**src/common/cbc_pkg.sv**
```systemverilog
// Package for the compare and bit-clear execution unit
package cbc_pkg;
    // Opcodes
    localparam logic [11:0] OP_CLEAR_BIT   = 12'h58c;
    localparam logic [11:0] OP_CMP_ORD     = 12'h5a0;
    localparam logic [11:0] OP_CMP_INT     = 12'h5a1;
    localparam logic [11:0] OP_CMPINC_ORD  = 12'h5a4;
    localparam logic [11:0] OP_CMPINC_INT  = 12'h5a5;
    localparam logic [11:0] OP_CMPDEC_ORD  = 12'h5a6;
    localparam logic [11:0] OP_CMPDEC_INT  = 12'h5a7;
    localparam logic [11:0] OP_CMP_REAL    = 12'h684;
    localparam logic [11:0] OP_CMP_LREAL   = 12'h694;
    // Condition code values
    localparam logic [2:0]  CC_LESS        = 3'h4;
    localparam logic [2:0]  CC_EQUAL       = 3'h2;
    localparam logic [2:0]  CC_GREATER     = 3'h1;
    localparam logic [2:0]  CC_UNORDERED   = 3'h0;
    // Real formats, bit-clear and register pair masks
    localparam int          SGL_EXP_MSB    = 30;
    localparam int          SGL_EXP_LSB    = 23;
    localparam int          DBL_EXP_MSB    = 62;
    localparam int          DBL_EXP_LSB    = 52;
    localparam logic [4:0]  BITPOS_MASK    = 5'h1f;
    localparam logic [4:0]  REG_PAIR_MASK  = 5'h1e;
    // Reset values
    localparam logic [31:0] RST_RESULT     = 32'h0;
    localparam logic [2:0]  RST_CC         = 3'h0;
    // Result latency in cycles
    localparam int          LATENCY        = 1;
endpackage : cbc_pkg

```
**src/hw/cbc_unit.sv**
```systemverilog
// Compare and bit-clear execution datapath
// Contract
// - Bit clear writes source with one bit zeroed
// - Compares give 100 less, 010 equal, 001 greater
// - Integer compare 5A1, ordinal 5A0, reg/literal operands
// - Compare-decrement sets code, writes second minus one
// - Integer decrement wraps without any overflow fault
// - Compare-increment sets code, writes second plus one
// - Integer increment wraps without any overflow fault
// - Ordered real NaN gives 000, invalid-operation raised
// - Long real register names low even pair
// - Code undefined on reserved-encoding fault
// - Unnormal operand with normalizing mode faults
// - Invalid operation faults only when unmasked
module cbc_unit
    import cbc_pkg::*;
(
    input  wire logic        i_clk,
    input  wire logic        i_rst_n,
    input  wire logic        i_valid,
    input  wire logic [11:0] i_opcode,
    input  wire logic [4:0]  i_first_reg,
    input  wire logic [4:0]  i_second_reg,
    input  wire logic [63:0] i_first_operand,
    input  wire logic [63:0] i_second_operand,
    input  wire logic        i_norm_mode,
    input  wire logic        i_invalid_mask,
    output logic             o_done,
    output logic [31:0]      o_result,
    output logic             o_result_we,
    output logic             o_cc_we,
    output logic [2:0]       o_condition_code_field,
    output logic             o_invalid_raised,
    output logic             o_invalid_fault,
    output logic             o_reserved_fault,
    output logic [4:0]       o_first_pair_reg,
    output logic [4:0]       o_second_pair_reg,
    output logic             o_unknown_op
);
    typedef enum logic [1:0] {CBC_OP_BIT, CBC_OP_INT, CBC_OP_REAL, CBC_OP_NONE} cbc_class_e;

    cbc_class_e  op_class;
    logic        signed_cmp;
    logic        is_dec;
    logic        is_inc;
    logic        is_long;
    logic [31:0] a32;
    logic [31:0] b32;
    logic [31:0] clear_mask;
    logic        a_nan;
    logic        b_nan;
    logic        a_unnorm;
    logic        b_unnorm;
    logic        r_less;
    logic        r_equal;
    logic [2:0]  int_cc;
    logic [2:0]  real_cc;

    logic        next_done;
    logic [31:0] next_result;
    logic        next_result_we;
    logic        next_cc_we;
    logic [2:0]  next_cc;
    logic        next_inv;
    logic        next_inv_fault;
    logic        next_res_fault;
    logic [4:0]  next_first_pair;
    logic [4:0]  next_second_pair;
    logic        next_unknown;

    assign a32 = i_first_operand[31:0];
    assign b32 = i_second_operand[31:0];

    // Clear mask built one bit per position; bit index is low five bits only
    for (genvar g = 0; g < 32; g++) begin : g_mask
        assign clear_mask[g] = ((i_opcode == OP_CLEAR_BIT) && ((a32[4:0] & BITPOS_MASK) == 5'(g)));
    end

    // Real classification; denormal exponent field is all zero with fraction set
    always_comb begin
        is_long = (i_opcode == OP_CMP_LREAL);
        if (is_long) begin
            a_nan    = (&i_first_operand[DBL_EXP_MSB:DBL_EXP_LSB]) && (|i_first_operand[DBL_EXP_LSB-1:0]);
            b_nan    = (&i_second_operand[DBL_EXP_MSB:DBL_EXP_LSB]) && (|i_second_operand[DBL_EXP_LSB-1:0]);
            a_unnorm = (~|i_first_operand[DBL_EXP_MSB:DBL_EXP_LSB]) && (|i_first_operand[DBL_EXP_LSB-1:0]);
            b_unnorm = (~|i_second_operand[DBL_EXP_MSB:DBL_EXP_LSB]) && (|i_second_operand[DBL_EXP_LSB-1:0]);
        end else begin
            a_nan    = (&a32[SGL_EXP_MSB:SGL_EXP_LSB]) && (|a32[SGL_EXP_LSB-1:0]);
            b_nan    = (&b32[SGL_EXP_MSB:SGL_EXP_LSB]) && (|b32[SGL_EXP_LSB-1:0]);
            a_unnorm = (~|a32[SGL_EXP_MSB:SGL_EXP_LSB]) && (|a32[SGL_EXP_LSB-1:0]);
            b_unnorm = (~|b32[SGL_EXP_MSB:SGL_EXP_LSB]) && (|b32[SGL_EXP_LSB-1:0]);
        end
    end

    // Sign-magnitude real compare; plus and minus zero are equal
    function automatic logic [1:0] real_cmp(input logic [63:0] a, input logic [63:0] b, input logic lng);
        logic [63:0] ma;
        logic [63:0] mb;
        logic        sa;
        logic        sb;
        logic        lt;
        logic        eq;
        ma = lng ? {1'b0, a[62:0]} : {33'h0, a[30:0]};
        mb = lng ? {1'b0, b[62:0]} : {33'h0, b[30:0]};
        sa = lng ? a[63] : a[31];
        sb = lng ? b[63] : b[31];
        eq = ((ma == 64'h0) && (mb == 64'h0)) || ((sa == sb) && (ma == mb));
        if (eq)
            lt = 1'b0;
        else if (sa != sb)
            lt = sa;
        else
            lt = sa ? (ma > mb) : (ma < mb);
        real_cmp = {lt, eq};
    endfunction

    // Opcode decode
    always_comb begin
        op_class   = CBC_OP_NONE;
        signed_cmp = 1'b0;
        is_dec     = 1'b0;
        is_inc     = 1'b0;
        case (i_opcode)
            OP_CLEAR_BIT:  op_class = CBC_OP_BIT;
            OP_CMP_INT: begin
                op_class   = CBC_OP_INT;
                signed_cmp = 1'b1;
            end
            OP_CMP_ORD:    op_class = CBC_OP_INT;
            OP_CMPDEC_INT: begin
                op_class   = CBC_OP_INT;
                signed_cmp = 1'b1;
                is_dec     = 1'b1;
            end
            OP_CMPDEC_ORD: begin
                op_class = CBC_OP_INT;
                is_dec   = 1'b1;
            end
            OP_CMPINC_INT: begin
                op_class   = CBC_OP_INT;
                signed_cmp = 1'b1;
                is_inc     = 1'b1;
            end
            OP_CMPINC_ORD: begin
                op_class = CBC_OP_INT;
                is_inc   = 1'b1;
            end
            OP_CMP_REAL, OP_CMP_LREAL: op_class = CBC_OP_REAL;
            default:       op_class = CBC_OP_NONE;
        endcase
    end

    // Integer and ordinal condition code
    always_comb begin
        if (signed_cmp ? ($signed(a32) < $signed(b32)) : (a32 < b32))
            int_cc = CC_LESS;
        else if (a32 == b32)
            int_cc = CC_EQUAL;
        else
            int_cc = CC_GREATER;
    end

    // Real condition code; NaN check comes first so it overrides any ordering
    always_comb begin
        {r_less, r_equal} = real_cmp(i_first_operand, i_second_operand, is_long);
        if (a_nan || b_nan)
            real_cc = CC_UNORDERED;
        else if (r_less)
            real_cc = CC_LESS;
        else if (r_equal)
            real_cc = CC_EQUAL;
        else
            real_cc = CC_GREATER;
    end

    // Next values for one issued operation
    always_comb begin
        next_done        = i_valid;
        next_result      = RST_RESULT;
        next_result_we   = 1'b0;
        next_cc_we       = 1'b0;
        next_cc          = o_condition_code_field;
        next_inv         = 1'b0;
        next_inv_fault   = 1'b0;
        next_res_fault   = 1'b0;
        next_first_pair  = i_first_reg;
        next_second_pair = i_second_reg;
        next_unknown     = 1'b0;
        if (i_valid) begin
            case (op_class)
                CBC_OP_BIT: begin
                    next_result    = b32 & ~clear_mask;
                    next_result_we = 1'b1;
                end
                CBC_OP_INT: begin
                    next_cc_we = 1'b1;
                    next_cc    = int_cc;
                    // Plain 32-bit wrap; no overflow signal exists on purpose
                    if (is_dec) begin
                        next_result    = b32 - 32'h1;
                        next_result_we = 1'b1;
                    end else if (is_inc) begin
                        next_result    = b32 + 32'h1;
                        next_result_we = 1'b1;
                    end
                end
                CBC_OP_REAL: begin
                    if (is_long) begin
                        // Pair base is the even register; odd names are a software error
                        next_first_pair  = i_first_reg & REG_PAIR_MASK;
                        next_second_pair = i_second_reg & REG_PAIR_MASK;
                    end
                    // Reserved encoding wins; code is left unchanged then
                    if (i_norm_mode && (a_unnorm || b_unnorm)) begin
                        next_res_fault = 1'b1;
                    end else begin
                        next_cc_we     = 1'b1;
                        next_cc        = real_cc;
                        next_inv       = a_nan || b_nan;
                        next_inv_fault = (a_nan || b_nan) && !i_invalid_mask;
                    end
                end
                default: next_unknown = 1'b1;
            endcase
        end
    end

    // Registered outputs
    always_ff @(posedge i_clk or negedge i_rst_n) begin
        if (!i_rst_n) begin
            o_done                 <= 1'b0;
            o_result               <= RST_RESULT;
            o_result_we            <= 1'b0;
            o_cc_we                <= 1'b0;
            o_condition_code_field <= RST_CC;
            o_invalid_raised       <= 1'b0;
            o_invalid_fault        <= 1'b0;
            o_reserved_fault       <= 1'b0;
            o_first_pair_reg       <= 5'h0;
            o_second_pair_reg      <= 5'h0;
            o_unknown_op           <= 1'b0;
        end else begin
            o_done                 <= next_done;
            o_result               <= next_result;
            o_result_we            <= next_result_we;
            o_cc_we                <= next_cc_we;
            o_condition_code_field <= next_cc;
            o_invalid_raised       <= next_inv;
            o_invalid_fault        <= next_inv_fault;
            o_reserved_fault       <= next_res_fault;
            o_first_pair_reg       <= next_first_pair;
            o_second_pair_reg      <= next_second_pair;
            o_unknown_op           <= next_unknown;
        end
    end

    // Checks
    property p_clrbit;
        @(posedge i_clk) disable iff (!i_rst_n)
        (i_valid && i_opcode == OP_CLEAR_BIT) |=>
            o_result_we && o_result == ($past(b32) & ~(32'h1 << $past(a32[4:0])));
    endproperty
    a_clrbit: assert property (p_clrbit) else $error("bit clear result wrong");

    property p_cmp_code;
        @(posedge i_clk) disable iff (!i_rst_n)
        (i_valid && i_opcode == OP_CMP_ORD && a32 < b32) |=> o_cc_we && o_condition_code_field == CC_LESS;
    endproperty
    a_cmp_code: assert property (p_cmp_code) else $error("ordinal less code wrong");

    property p_signed;
        @(posedge i_clk) disable iff (!i_rst_n)
        (i_valid && i_opcode == OP_CMP_INT && a32[31] && !b32[31]) |=> o_condition_code_field == CC_LESS;
    endproperty
    a_signed: assert property (p_signed) else $error("signed compare wrong");

    property p_dec;
        @(posedge i_clk) disable iff (!i_rst_n)
        (i_valid && (i_opcode == OP_CMPDEC_INT || i_opcode == OP_CMPDEC_ORD)) |=>
            o_result_we && o_result == $past(b32) - 32'h1;
    endproperty
    a_dec: assert property (p_dec) else $error("decrement result wrong");

    property p_dec_wrap;
        @(posedge i_clk) disable iff (!i_rst_n)
        (i_valid && i_opcode == OP_CMPDEC_INT && b32 == 32'h80000000) |=>
            o_result == 32'h7fffffff && !o_invalid_fault && !o_reserved_fault;
    endproperty
    a_dec_wrap: assert property (p_dec_wrap) else $error("decrement wrap wrong");

    property p_inc;
        @(posedge i_clk) disable iff (!i_rst_n)
        (i_valid && (i_opcode == OP_CMPINC_INT || i_opcode == OP_CMPINC_ORD)) |=>
            o_result_we && o_result == $past(b32) + 32'h1;
    endproperty
    a_inc: assert property (p_inc) else $error("increment result wrong");

    property p_inc_wrap;
        @(posedge i_clk) disable iff (!i_rst_n)
        (i_valid && i_opcode == OP_CMPINC_INT && b32 == 32'h7fffffff) |=> o_result == 32'h80000000;
    endproperty
    a_inc_wrap: assert property (p_inc_wrap) else $error("increment wrap wrong");

    property p_nan;
        @(posedge i_clk) disable iff (!i_rst_n)
        (i_valid && op_class == CBC_OP_REAL && (a_nan || b_nan) && !i_norm_mode) |=>
            o_condition_code_field == CC_UNORDERED && o_invalid_raised;
    endproperty
    a_nan_code: assert property (p_nan) else $error("NaN compare wrong");

    property p_pair;
        @(posedge i_clk) disable iff (!i_rst_n)
        (i_valid && i_opcode == OP_CMP_LREAL) |=> !o_first_pair_reg[0] && !o_second_pair_reg[0] &&
            o_first_pair_reg[4:1] == $past(i_first_reg[4:1]) && o_second_pair_reg[4:1] == $past(i_second_reg[4:1]);
    endproperty
    a_pair: assert property (p_pair) else $error("pair base not even");

    property p_reserved;
        @(posedge i_clk) disable iff (!i_rst_n)
        (i_valid && op_class == CBC_OP_REAL && i_norm_mode && (a_unnorm || b_unnorm)) |=>
            o_reserved_fault && !o_cc_we;
    endproperty
    a_reserved: assert property (p_reserved) else $error("reserved fault missing");

    property p_mask;
        @(posedge i_clk) disable iff (!i_rst_n)
        o_invalid_fault |-> o_invalid_raised && !$past(i_invalid_mask);
    endproperty
    a_mask: assert property (p_mask) else $error("masked invalid faulted");
endmodule // cbc_unit

```
**config.mk**
```make
export PLATFORM = sky130hd
export DESIGN_NAME = cbc_unit
export DESIGN_NICKNAME = d
export VERILOG_FILES = /design/src/common/cbc_pkg.sv /design/src/hw/cbc_unit.sv
export SDC_FILE = /design/constraint.sdc
export NUM_CORES = 1
export LEC_CHECK = 0
export BUFFER_PORTS_ARGS = -buffer_cell sky130_fd_sc_hd__buf_2
export CAP_MARGIN = 10
export CORE_UTILIZATION = 29
export CTS_CLUSTER_SIZE = 16
export DETAILED_ROUTE_END_ITERATION = 12
export PLACE_DENSITY = 0.5
export SLEW_MARGIN = 40
export SYNTH_ARGS = -nofsm -noshare
export SYNTH_HDL_FRONTEND = slang
export SYNTH_SLANG_ARGS = --single-unit
```
**constraint.sdc**
```tcl
create_clock -name i_clk -period 1.85 [get_ports i_clk]
set_input_delay 0.0925 -clock i_clk [delete_from_list [all_inputs] [get_ports i_clk]]
set_output_delay 0.0925 -clock i_clk [all_outputs]
set_load 0.01 [all_outputs]
```
==> flow_summary.yaml, run 1 <==
outcome:
  run_status: "complete, but fails checks"
  violations: "negative setup slack"
detailed_routing:
  wire_per_inst_um: 16.6
  wl_um: 24900
  vias_per_cell: 5.08
  drt_iter0_markers: 483
  drc: 0
  vias: 7612
  firstDrtPassIters: 5
  antenna_left: 0
synthesis:
  synth_mux_area_frac: 0.00389
  synth_commonest_cells: "nand2_1, a21oi_1, ha_1"
  syn-num-nets: 999
  synth_seq_area_share: 0.225
  syn_avg_cell_area_um2: 7.48
  post_synth_num_cell_types: 76
  synth-edff-count: 0
  ys_seq_elements: 52
  synth_top_family_by_area: "simple AND/OR/NAND/NOR gates"
  yosys.area_share.simple: 0.363
  synthCells: 774
  synthArstFlopShare: 1.00
  synth_compound_area_frac: 0.194
  synth_most_common_cell: "nand2_1"
  synthTopCellsByArea: "dfrtp_1, ha_1, a21oi_1, nand2_1, nor2_1"
  netlist_area_um2: 5790
  synth_top_area_share: 0.225
  yosys.area_share.adder: 0.151
  yosysTopAreaCell: "dfrtp_1"
  yosys_most_used_dff: "dfrtp_1"
  yosysWarnings: 0
  synth-xor-area-share: 0.00907
timing:
  fin_crit_sh: 1.73
  rsz0062_at_grt: "yes"
  fmax_mhz: 312
  tightest_slew_ns: 0.552
  setup_ws_ns: -1.36
  hold_viol: 0
  drv_slew: 0
  slew_headroom: 0.629
  finalSetupViolations: 42
  period_needed_ns: 3.21
  tns_ns: -31.57
  skew_ns: 0
pwr:
  p_per_area_nw_per_um2: 307
  ir_worst_vdd_uv: 328
  leakagePower_nw: 4.92
floorplan:
  boundaryPins: 207
  dieHeight_um: 143
  row_count: 51
  initial_core_util: 0.297
  die_x_um: 143
  dieArea_um2: 20500
  core_area_um2: 19500
global_route:
  grt_use_met1: 0.333
  busiest_layer: "met2"
  grt_pass1_wl_um: 37900
  track_usage: 0.239
  gr-usage-met2: 0.392
  use_met3: 0.0237
  grt_pass1_vias: 7301
  antenna_found_initial: 1
  grt.overflow.total: 0
  grt_max_degree: 23
clock_network:
  clock_sinks: 52
  numCtsBuffers: 5
  worstSkewPairLatency_ns: 0.31
  cts_tree: "done"
  ctsLongestPathBuffers: 2
  clkTransAtPathRegs_ns: 0.08
  root_buffer: "clkbuf_16"
  cts_max_level: 2
worst_setup_path:
  required_ns: 2.09
  critical_path_class: "in -> reg"
  cp_max_fo: 4
  rr_startpoint: "o_condition_code_field[2]$_DFFE_PN0P_"
  worstPathArrival_ns: 3.45
  start_kind: "input port"
  worstSetupEndpointType: "register"
  cp-startpoint: "i_opcode[5]"
layout:
  final_area_um2: 10200
  largest_register_ffs: 32
  fin_nets: 1456
  areaGrowthSynthToFinish_pct: 76.9
  drive_above_1_share: 0.481
placement:
  place.gp.congestion: 0.899
  port_buffers: 206
  place_hpwl_um: 20100
  post_dp_cell_area_um2: 8920
job:
  drv_cap: 0
worst_hold_path:
  min_from: "i_first_reg[0]"
  min_path_type: "in -> reg"
kinds of logic (layout without fill, tap and decap cells):
family | count (synthesis) | in the layout
and+or+nand+nor | 387 | 387
AOI/OAI and AO/OA | 180 | 180
adders and majority gates | 70 | 70
muxes | 2 | 2
buffers and inverters | 77 | 535
xor gates and xnor gates | 6 | 6
DFF | 52 | 52
other | 0 | 1
metal layers:
metal | vias up | wire length [um]
met3 | 28 | 1360
met5 | - | 0
li1 | 3792 | -
met2 | 258 | 11400
met4 | 0 | 420
met1 | 3534 | 11700
cell usage in the layout, fill, tap and decap left out, types with 17 or more instances in the layout:
cell type and n:
a21oi_2 20, nor4_1 30, o21ai_1 17, nor3_1 34
dfrtp_1 52, and2_1 32, nand2_1 71, buf_2 204
inv_1 45, ha_1 62, a21oi_1 42, nor2_1 56
buf_4 234, nand3_1 32, nand4_1 31
final timing paths:
| kind | to | slack (ns) | depth (start not counted) |
|---|---|---|---|
| min in group asynchronous | o_first_pair_reg[4]$_DFF_PN0_ | 0.21 | 2 |
| hold / removal | o_first_pair_reg[0]$_DFF_PN0_ | 0.01 | 2 |
| setup reg to reg | o_condition_code_field[2]$_DFFE_PN0P_ | 0.88 | 3 |
| setup / recovery | o_condition_code_field[2]$_DFFE_PN0P_ | -1.36 | 17 |
| hold reg to reg | o_condition_code_field[0]$_DFFE_PN0P_ | 0.51 | 2 |
| max in group asynchronous | o_result[31]$_DFF_PN0_ | 1.04 | 3 |
repair_timing:
item,4_1_cts,5_1_grt
hold buffers,10,0
cloned,4,3
hold endpoints to repair,22,0
buffers inserted,18,5
pin swaps,44,30
setup endpoints to repair,42,43
gates resized for setup,128,45
report_power, final:
group          internal [mW]  switching, mW  total (mW)
clock network          0.513          0.484       0.997
registers               1.15        0.00453        1.15
logic                  0.495          0.495       0.990
total                   2.16          0.983        3.14
final cells by class:
type,count,area (um2)
diodes,1,2.50
clock inverters,3,26.3
inverters,46,178
fillers,1941,9280
flip-flops and latches,52,1300
repair buffers,481,3430
clock buffers,5,125
well taps,265,332
multi-input cells,645,4860
metrics by stage:
stage / setup WS (ns) / utilization / hold slack [ns] / power (mW) / cells
floorplan: -1.55 / - / -0.203 / 1.46 / 774
global placement: -1.68 / 0.457 / 0.00317 / 2.10 / 1455
detailed placement: -1.74 / 0.457 / 0.00705 / 2.10 / 1455
CTS: -1.32 / 0.508 / 0.00280 / 3.16 / 1494
global route: -1.54 / 0.525 / 0.0114 / 3.29 / 1498
finish: -1.36 / 0.525 / 0.0119 / 3.14 / 1498
critical path, stage by stage:
cell and delay (ns):
buf_6 0.09, or4b_4 0.53, or4b_4 0.52, nor2_4 0.14, buf_12 0.14, buf_12 0.13
clkbuf_16 0.13, and2_1 0.12, ha_1 0.24, nand4_1 0.23, nor2_2 0.08, a221oi_2 0.28
nand3_2 0.11, a21oi_2 0.16, nor2_2 0.06, a211o_1 0.27, o21ai_1 0.12
Note: power is estimated with default switching activity, not from simulation.
==> run 2, diff against run 1 <==
--- a/config.mk
+++ b/config.mk
@@ -7,10 +7,10 @@
 export LEC_CHECK = 0
 export BUFFER_PORTS_ARGS = -buffer_cell sky130_fd_sc_hd__buf_2
 export CAP_MARGIN = 10
-export CORE_UTILIZATION = 29
+export CORE_UTILIZATION = 56
 export CTS_CLUSTER_SIZE = 16
 export DETAILED_ROUTE_END_ITERATION = 12
-export PLACE_DENSITY = 0.5
+export PLACE_DENSITY = 0.88
 export SLEW_MARGIN = 40
 export SYNTH_ARGS = -nofsm -noshare
 export SYNTH_HDL_FRONTEND = slang
==> flow_summary.yaml, run 2 <==
synthesis:
  synth_most_common_cell: "nand2_1"
  yosysTopAreaCell: "dfrtp_1"
  synthArstFlopShare: 1.00
  synth_top_area_share: 0.225
  synthCells: 774
  syn-num-nets: 999
  synthTopCellsByArea: "dfrtp_1, ha_1, a21oi_1, nand2_1, nor2_1"
  yosys_most_used_dff: "dfrtp_1"
  synth_commonest_cells: "nand2_1, a21oi_1, ha_1"
  synth_seq_area_share: 0.225
  ys_seq_elements: 52
  netlist_area_um2: 5790
  yosysWarnings: 0
  syn_avg_cell_area_um2: 7.48
  synth-edff-count: 0
  post_synth_num_cell_types: 76
outcome:
  run_status: "aborted with a tool error"
  firstError: "[ERROR GRT-0116] Global routing finished with congestion. Check the congestion regions in the DRC Viewer."
  haltStage: "global routing"
placement:
  place_hpwl_um: 19700
  port_buffers: 206
  placedCellCount: 1290
  place.gp.congestion: 1.08
clock_network:
  numCtsBuffers: 5
  ctsLongestPathBuffers: 2
  cts_max_level: 2
  clock_sinks: 52
  root_buffer: "clkbuf_8"
floorplan:
  boundaryPins: 207
  initial_core_util: 0.584
  dieHeight_um: 104
  die_x_um: 104
  row_count: 36
global_route:
  grt_pass1_vias: 11500
  grt_max_degree: 27
  track_usage: 0.811
  grt_pass1_wl_um: 67800
  grt.overflow.total: 164
-- run 2: logic make-up after synthesis --
logic type               share of synthesized area
buffers and inverters                       0.0542
flip-flops                                   0.225
AO/OA/AOI/OAI                                0.194
AND/OR/NAND/NOR                              0.363
multiplexers                               0.00389
adder cells (fa/ha/maj)                      0.151
XOR/XNOR                                   0.00907
-- run 2: timing repair --
action / in CTS
endpoints found under the setup margin: 42
hold buffers: 13
setup buffers: 11
gates cloned: 6
gates resized for setup: 107
pin swaps: 45
endpoints found under the hold margin: 38
-- run 2: per-stage QoR --
stage / setup TNS [ns] / setup slack, ns / instance area [um2] / utilization / hold WS, ns
after floorplan: -25.70 / -1.55 / 5910 / - / -0.203
after global placement: -35.21 / -1.64 / 8510 / 0.858 / -0.0291
after detailed placement: -38.06 / -1.77 / 8510 / 0.858 / -0.0276
after CTS: -23.47 / -1.30 / 9430 / 0.951 / 0.0837
-- run 2: routing by layer --
layer | GRT overflow | global-route usage
met1 | 0 | 0.768
met2 | 90 | 0.998
met3 | 0 | 0.622
met4 | 74 | 0.953
met5 | 0 | 0.229
==> run 3, diff against run 2 <==
--- a/config.mk
+++ b/config.mk
@@ -7,10 +7,9 @@
 export LEC_CHECK = 0
 export BUFFER_PORTS_ARGS = -buffer_cell sky130_fd_sc_hd__buf_2
 export CAP_MARGIN = 10
-export CORE_UTILIZATION = 56
-export CTS_CLUSTER_SIZE = 16
+export CORE_UTILIZATION = 40
 export DETAILED_ROUTE_END_ITERATION = 12
-export PLACE_DENSITY = 0.88
+export PLACE_DENSITY_LB_ADDON = 0.15
 export SLEW_MARGIN = 40
 export SYNTH_ARGS = -nofsm -noshare
 export SYNTH_HDL_FRONTEND = slang
==> flow_summary.yaml, run 3 (synthesized netlist as in run 1, its figures left out) <==
outcome:
  run_status: "complete, but fails checks"
  violations: "negative setup slack"
floorplan:
  die_x_um: 122
  boundaryPins: 207
  core_area_um2: 14000
  dieHeight_um: 122
  initial_core_util: 0.414
  dieArea_um2: 15000
  row_count: 43
global_route:
  grt_pass1_vias: 7586
  track_usage: 0.319
  antenna_found_initial: 4
  grt.overflow.total: 0
  grt_max_degree: 34
  grt_pass1_wl_um: 37000
worst_setup_path:
  required_ns: 2.08
  worstPathArrival_ns: 3.62
  worstPathCellList: "buf_6 > or4b_4 > or4b_4 > nor2_4 > buf_6 > buf_16 > buf_8 > nand2_2 > ha_1 > nand4_1 > nor3_2 > a221oi_2 > o21ai_2 > a21oi_4 > nor2_1 > a211o_1 > o21ai_1"
  start_kind: "input port"
  slowest_stage: "or4b_4"
  cpPeakStageDelay_ns: 0.54
  cp_max_fo: 7
  critical_path_class: "in -> reg"
  crit_family: "simple AND/OR/NAND/NOR gates"
  crit_buf_inv: 4
  worstSetupEndpointType: "register"
detailed_routing:
  vias: 7960
  firstDrtPassIters: 5
  wl_um: 25300
  drt_iter0_markers: 569
  wire_per_inst_um: 17.9
  drc: 0
  vias_per_cell: 5.64
  antenna_left: 0
clock_network:
  numCtsBuffers: 5
  root_buffer: "clkbuf_16"
  worstSkewPairLatency_ns: 0.30
  ctsLongestPathBuffers: 2
  cts_max_level: 2
  cts_tree: "done"
  clkTransAtPathRegs_ns: 0.07
  clock_sinks: 52
timing:
  fmax_mhz: 295
  hold_viol: 0
  rsz0062_at_grt: "yes"
  period_needed_ns: 3.39
  tns_ns: -25.64
  skew_ns: 0
  finalSetupViolations: 42
  slew_headroom: 0.577
  drv_slew: 0
  fin_crit_sh: 1.83
  tightest_slew_ns: 0.626
  setup_ws_ns: -1.54
layout:
  areaGrowthSynthToFinish_pct: 77.4
  regArea_um2: 1300
  fin_nets: 1454
  multi_input_area_um2: 4960
  largest_register_ffs: 32
  nFillCells: 1103
  mostFrequentLayoutCell: "buf_4"
  drive_above_1_share: 0.489
  instances_no_fill: 1412
  final_cell_mix: "buf_4, buf_2, nand2_1"
placement:
  place.gp.congestion: 0.946
  place_hpwl_um: 18200
  port_buffers: 206
  placedCellCount: 1365
job:
  drv_cap: 0
pwr:
  leakagePower_nw: 4.96
  p_per_area_nw_per_um2: 309
  power_mw: 3.17
  ir_worst_vdd_uv: 306
worst_hold_path:
  min_path_type: "in -> reg"
[run 3: worst register-to-register path, delay by kind of cell, from the launching register on]
kind	cells	cell delay (ns)
compound gates	2	0.36
flops	1	0.40
simple gates	1	0.14
[run 3: final timing paths]
kind / to / start / slack (ns) / cells past startpoint
max in group asynchronous: o_result[13]$_DFF_PN0_ / i_rst_n / 0.99 / 3
setup / recovery: o_condition_code_field[2]$_DFFE_PN0P_ / i_opcode[5] / -1.54 / 17
hold reg to reg: o_condition_code_field[1]$_DFFE_PN0P_ / o_condition_code_field[1]$_DFFE_PN0P_ / 0.49 / 2
hold / removal: o_second_pair_reg[0]$_DFF_PN0_ / i_second_reg[0] / 0.001 / 2
setup reg to reg: o_condition_code_field[2]$_DFFE_PN0P_ / o_condition_code_field[2]$_DFFE_PN0P_ / 0.82 / 3
min in group asynchronous: o_result[8]$_DFF_PN0_ / i_rst_n / 0.31 / 2
[run 3: repair_timing]
action / in CTS / in global routing
hold buffers: 10 / 0
buffers inserted: 17 / 9
pin swaps: 51 / 29
endpoints found under the setup margin: 42 / 43
endpoints found under the hold margin: 28 / 0
gates cloned: 6 / 3
gates resized for setup: 133 / 59
[run 3: routing by layer]
| layer | routed length, um | up-vias | share of wire | global-route usage |
|---|---|---|---|---|
| li1 | - | 3790 | - | - |
| met1 | 9860 | 3726 | 0.39 | 0.378 |
| met2 | 12500 | 371 | 0.49 | 0.558 |
| met3 | 2100 | 73 | 0.083 | 0.0674 |
| met4 | 872 | 0 | 0.034 | 0.127 |
| met5 | 0 | - | 0 | 0 |
[run 3: layout make-up]
type                    instances  area share
multi-input cells             645       0.483
repair buffers                479       0.335
flip-flops and latches         52       0.127
well taps                     180      0.0219
inverters                      46      0.0173
clock buffers                   5      0.0122
clock inverters                 1     0.00292
diodes                          4    0.000974
[run 3: stage by stage]
stage	utilization	setup WS, ns	area [um2]	hold WS (ns)
2_1_floorplan	-	-1.55	5910	-0.203
3_3_place_gp	0.629	-1.68	8800	0.0944
3_5_place_dp	0.629	-1.76	8800	0.0914
4_1_cts	0.710	-1.26	9930	0.000778
5_1_grt	0.735	-1.62	10300	0.00549
6_report	0.735	-1.54	10300	0.00119
[run 3: where the power goes]
part           switching (mW)  internal (mW)
Combinational           0.490          0.480
Sequential            0.00334           1.15
Clock                   0.425          0.624
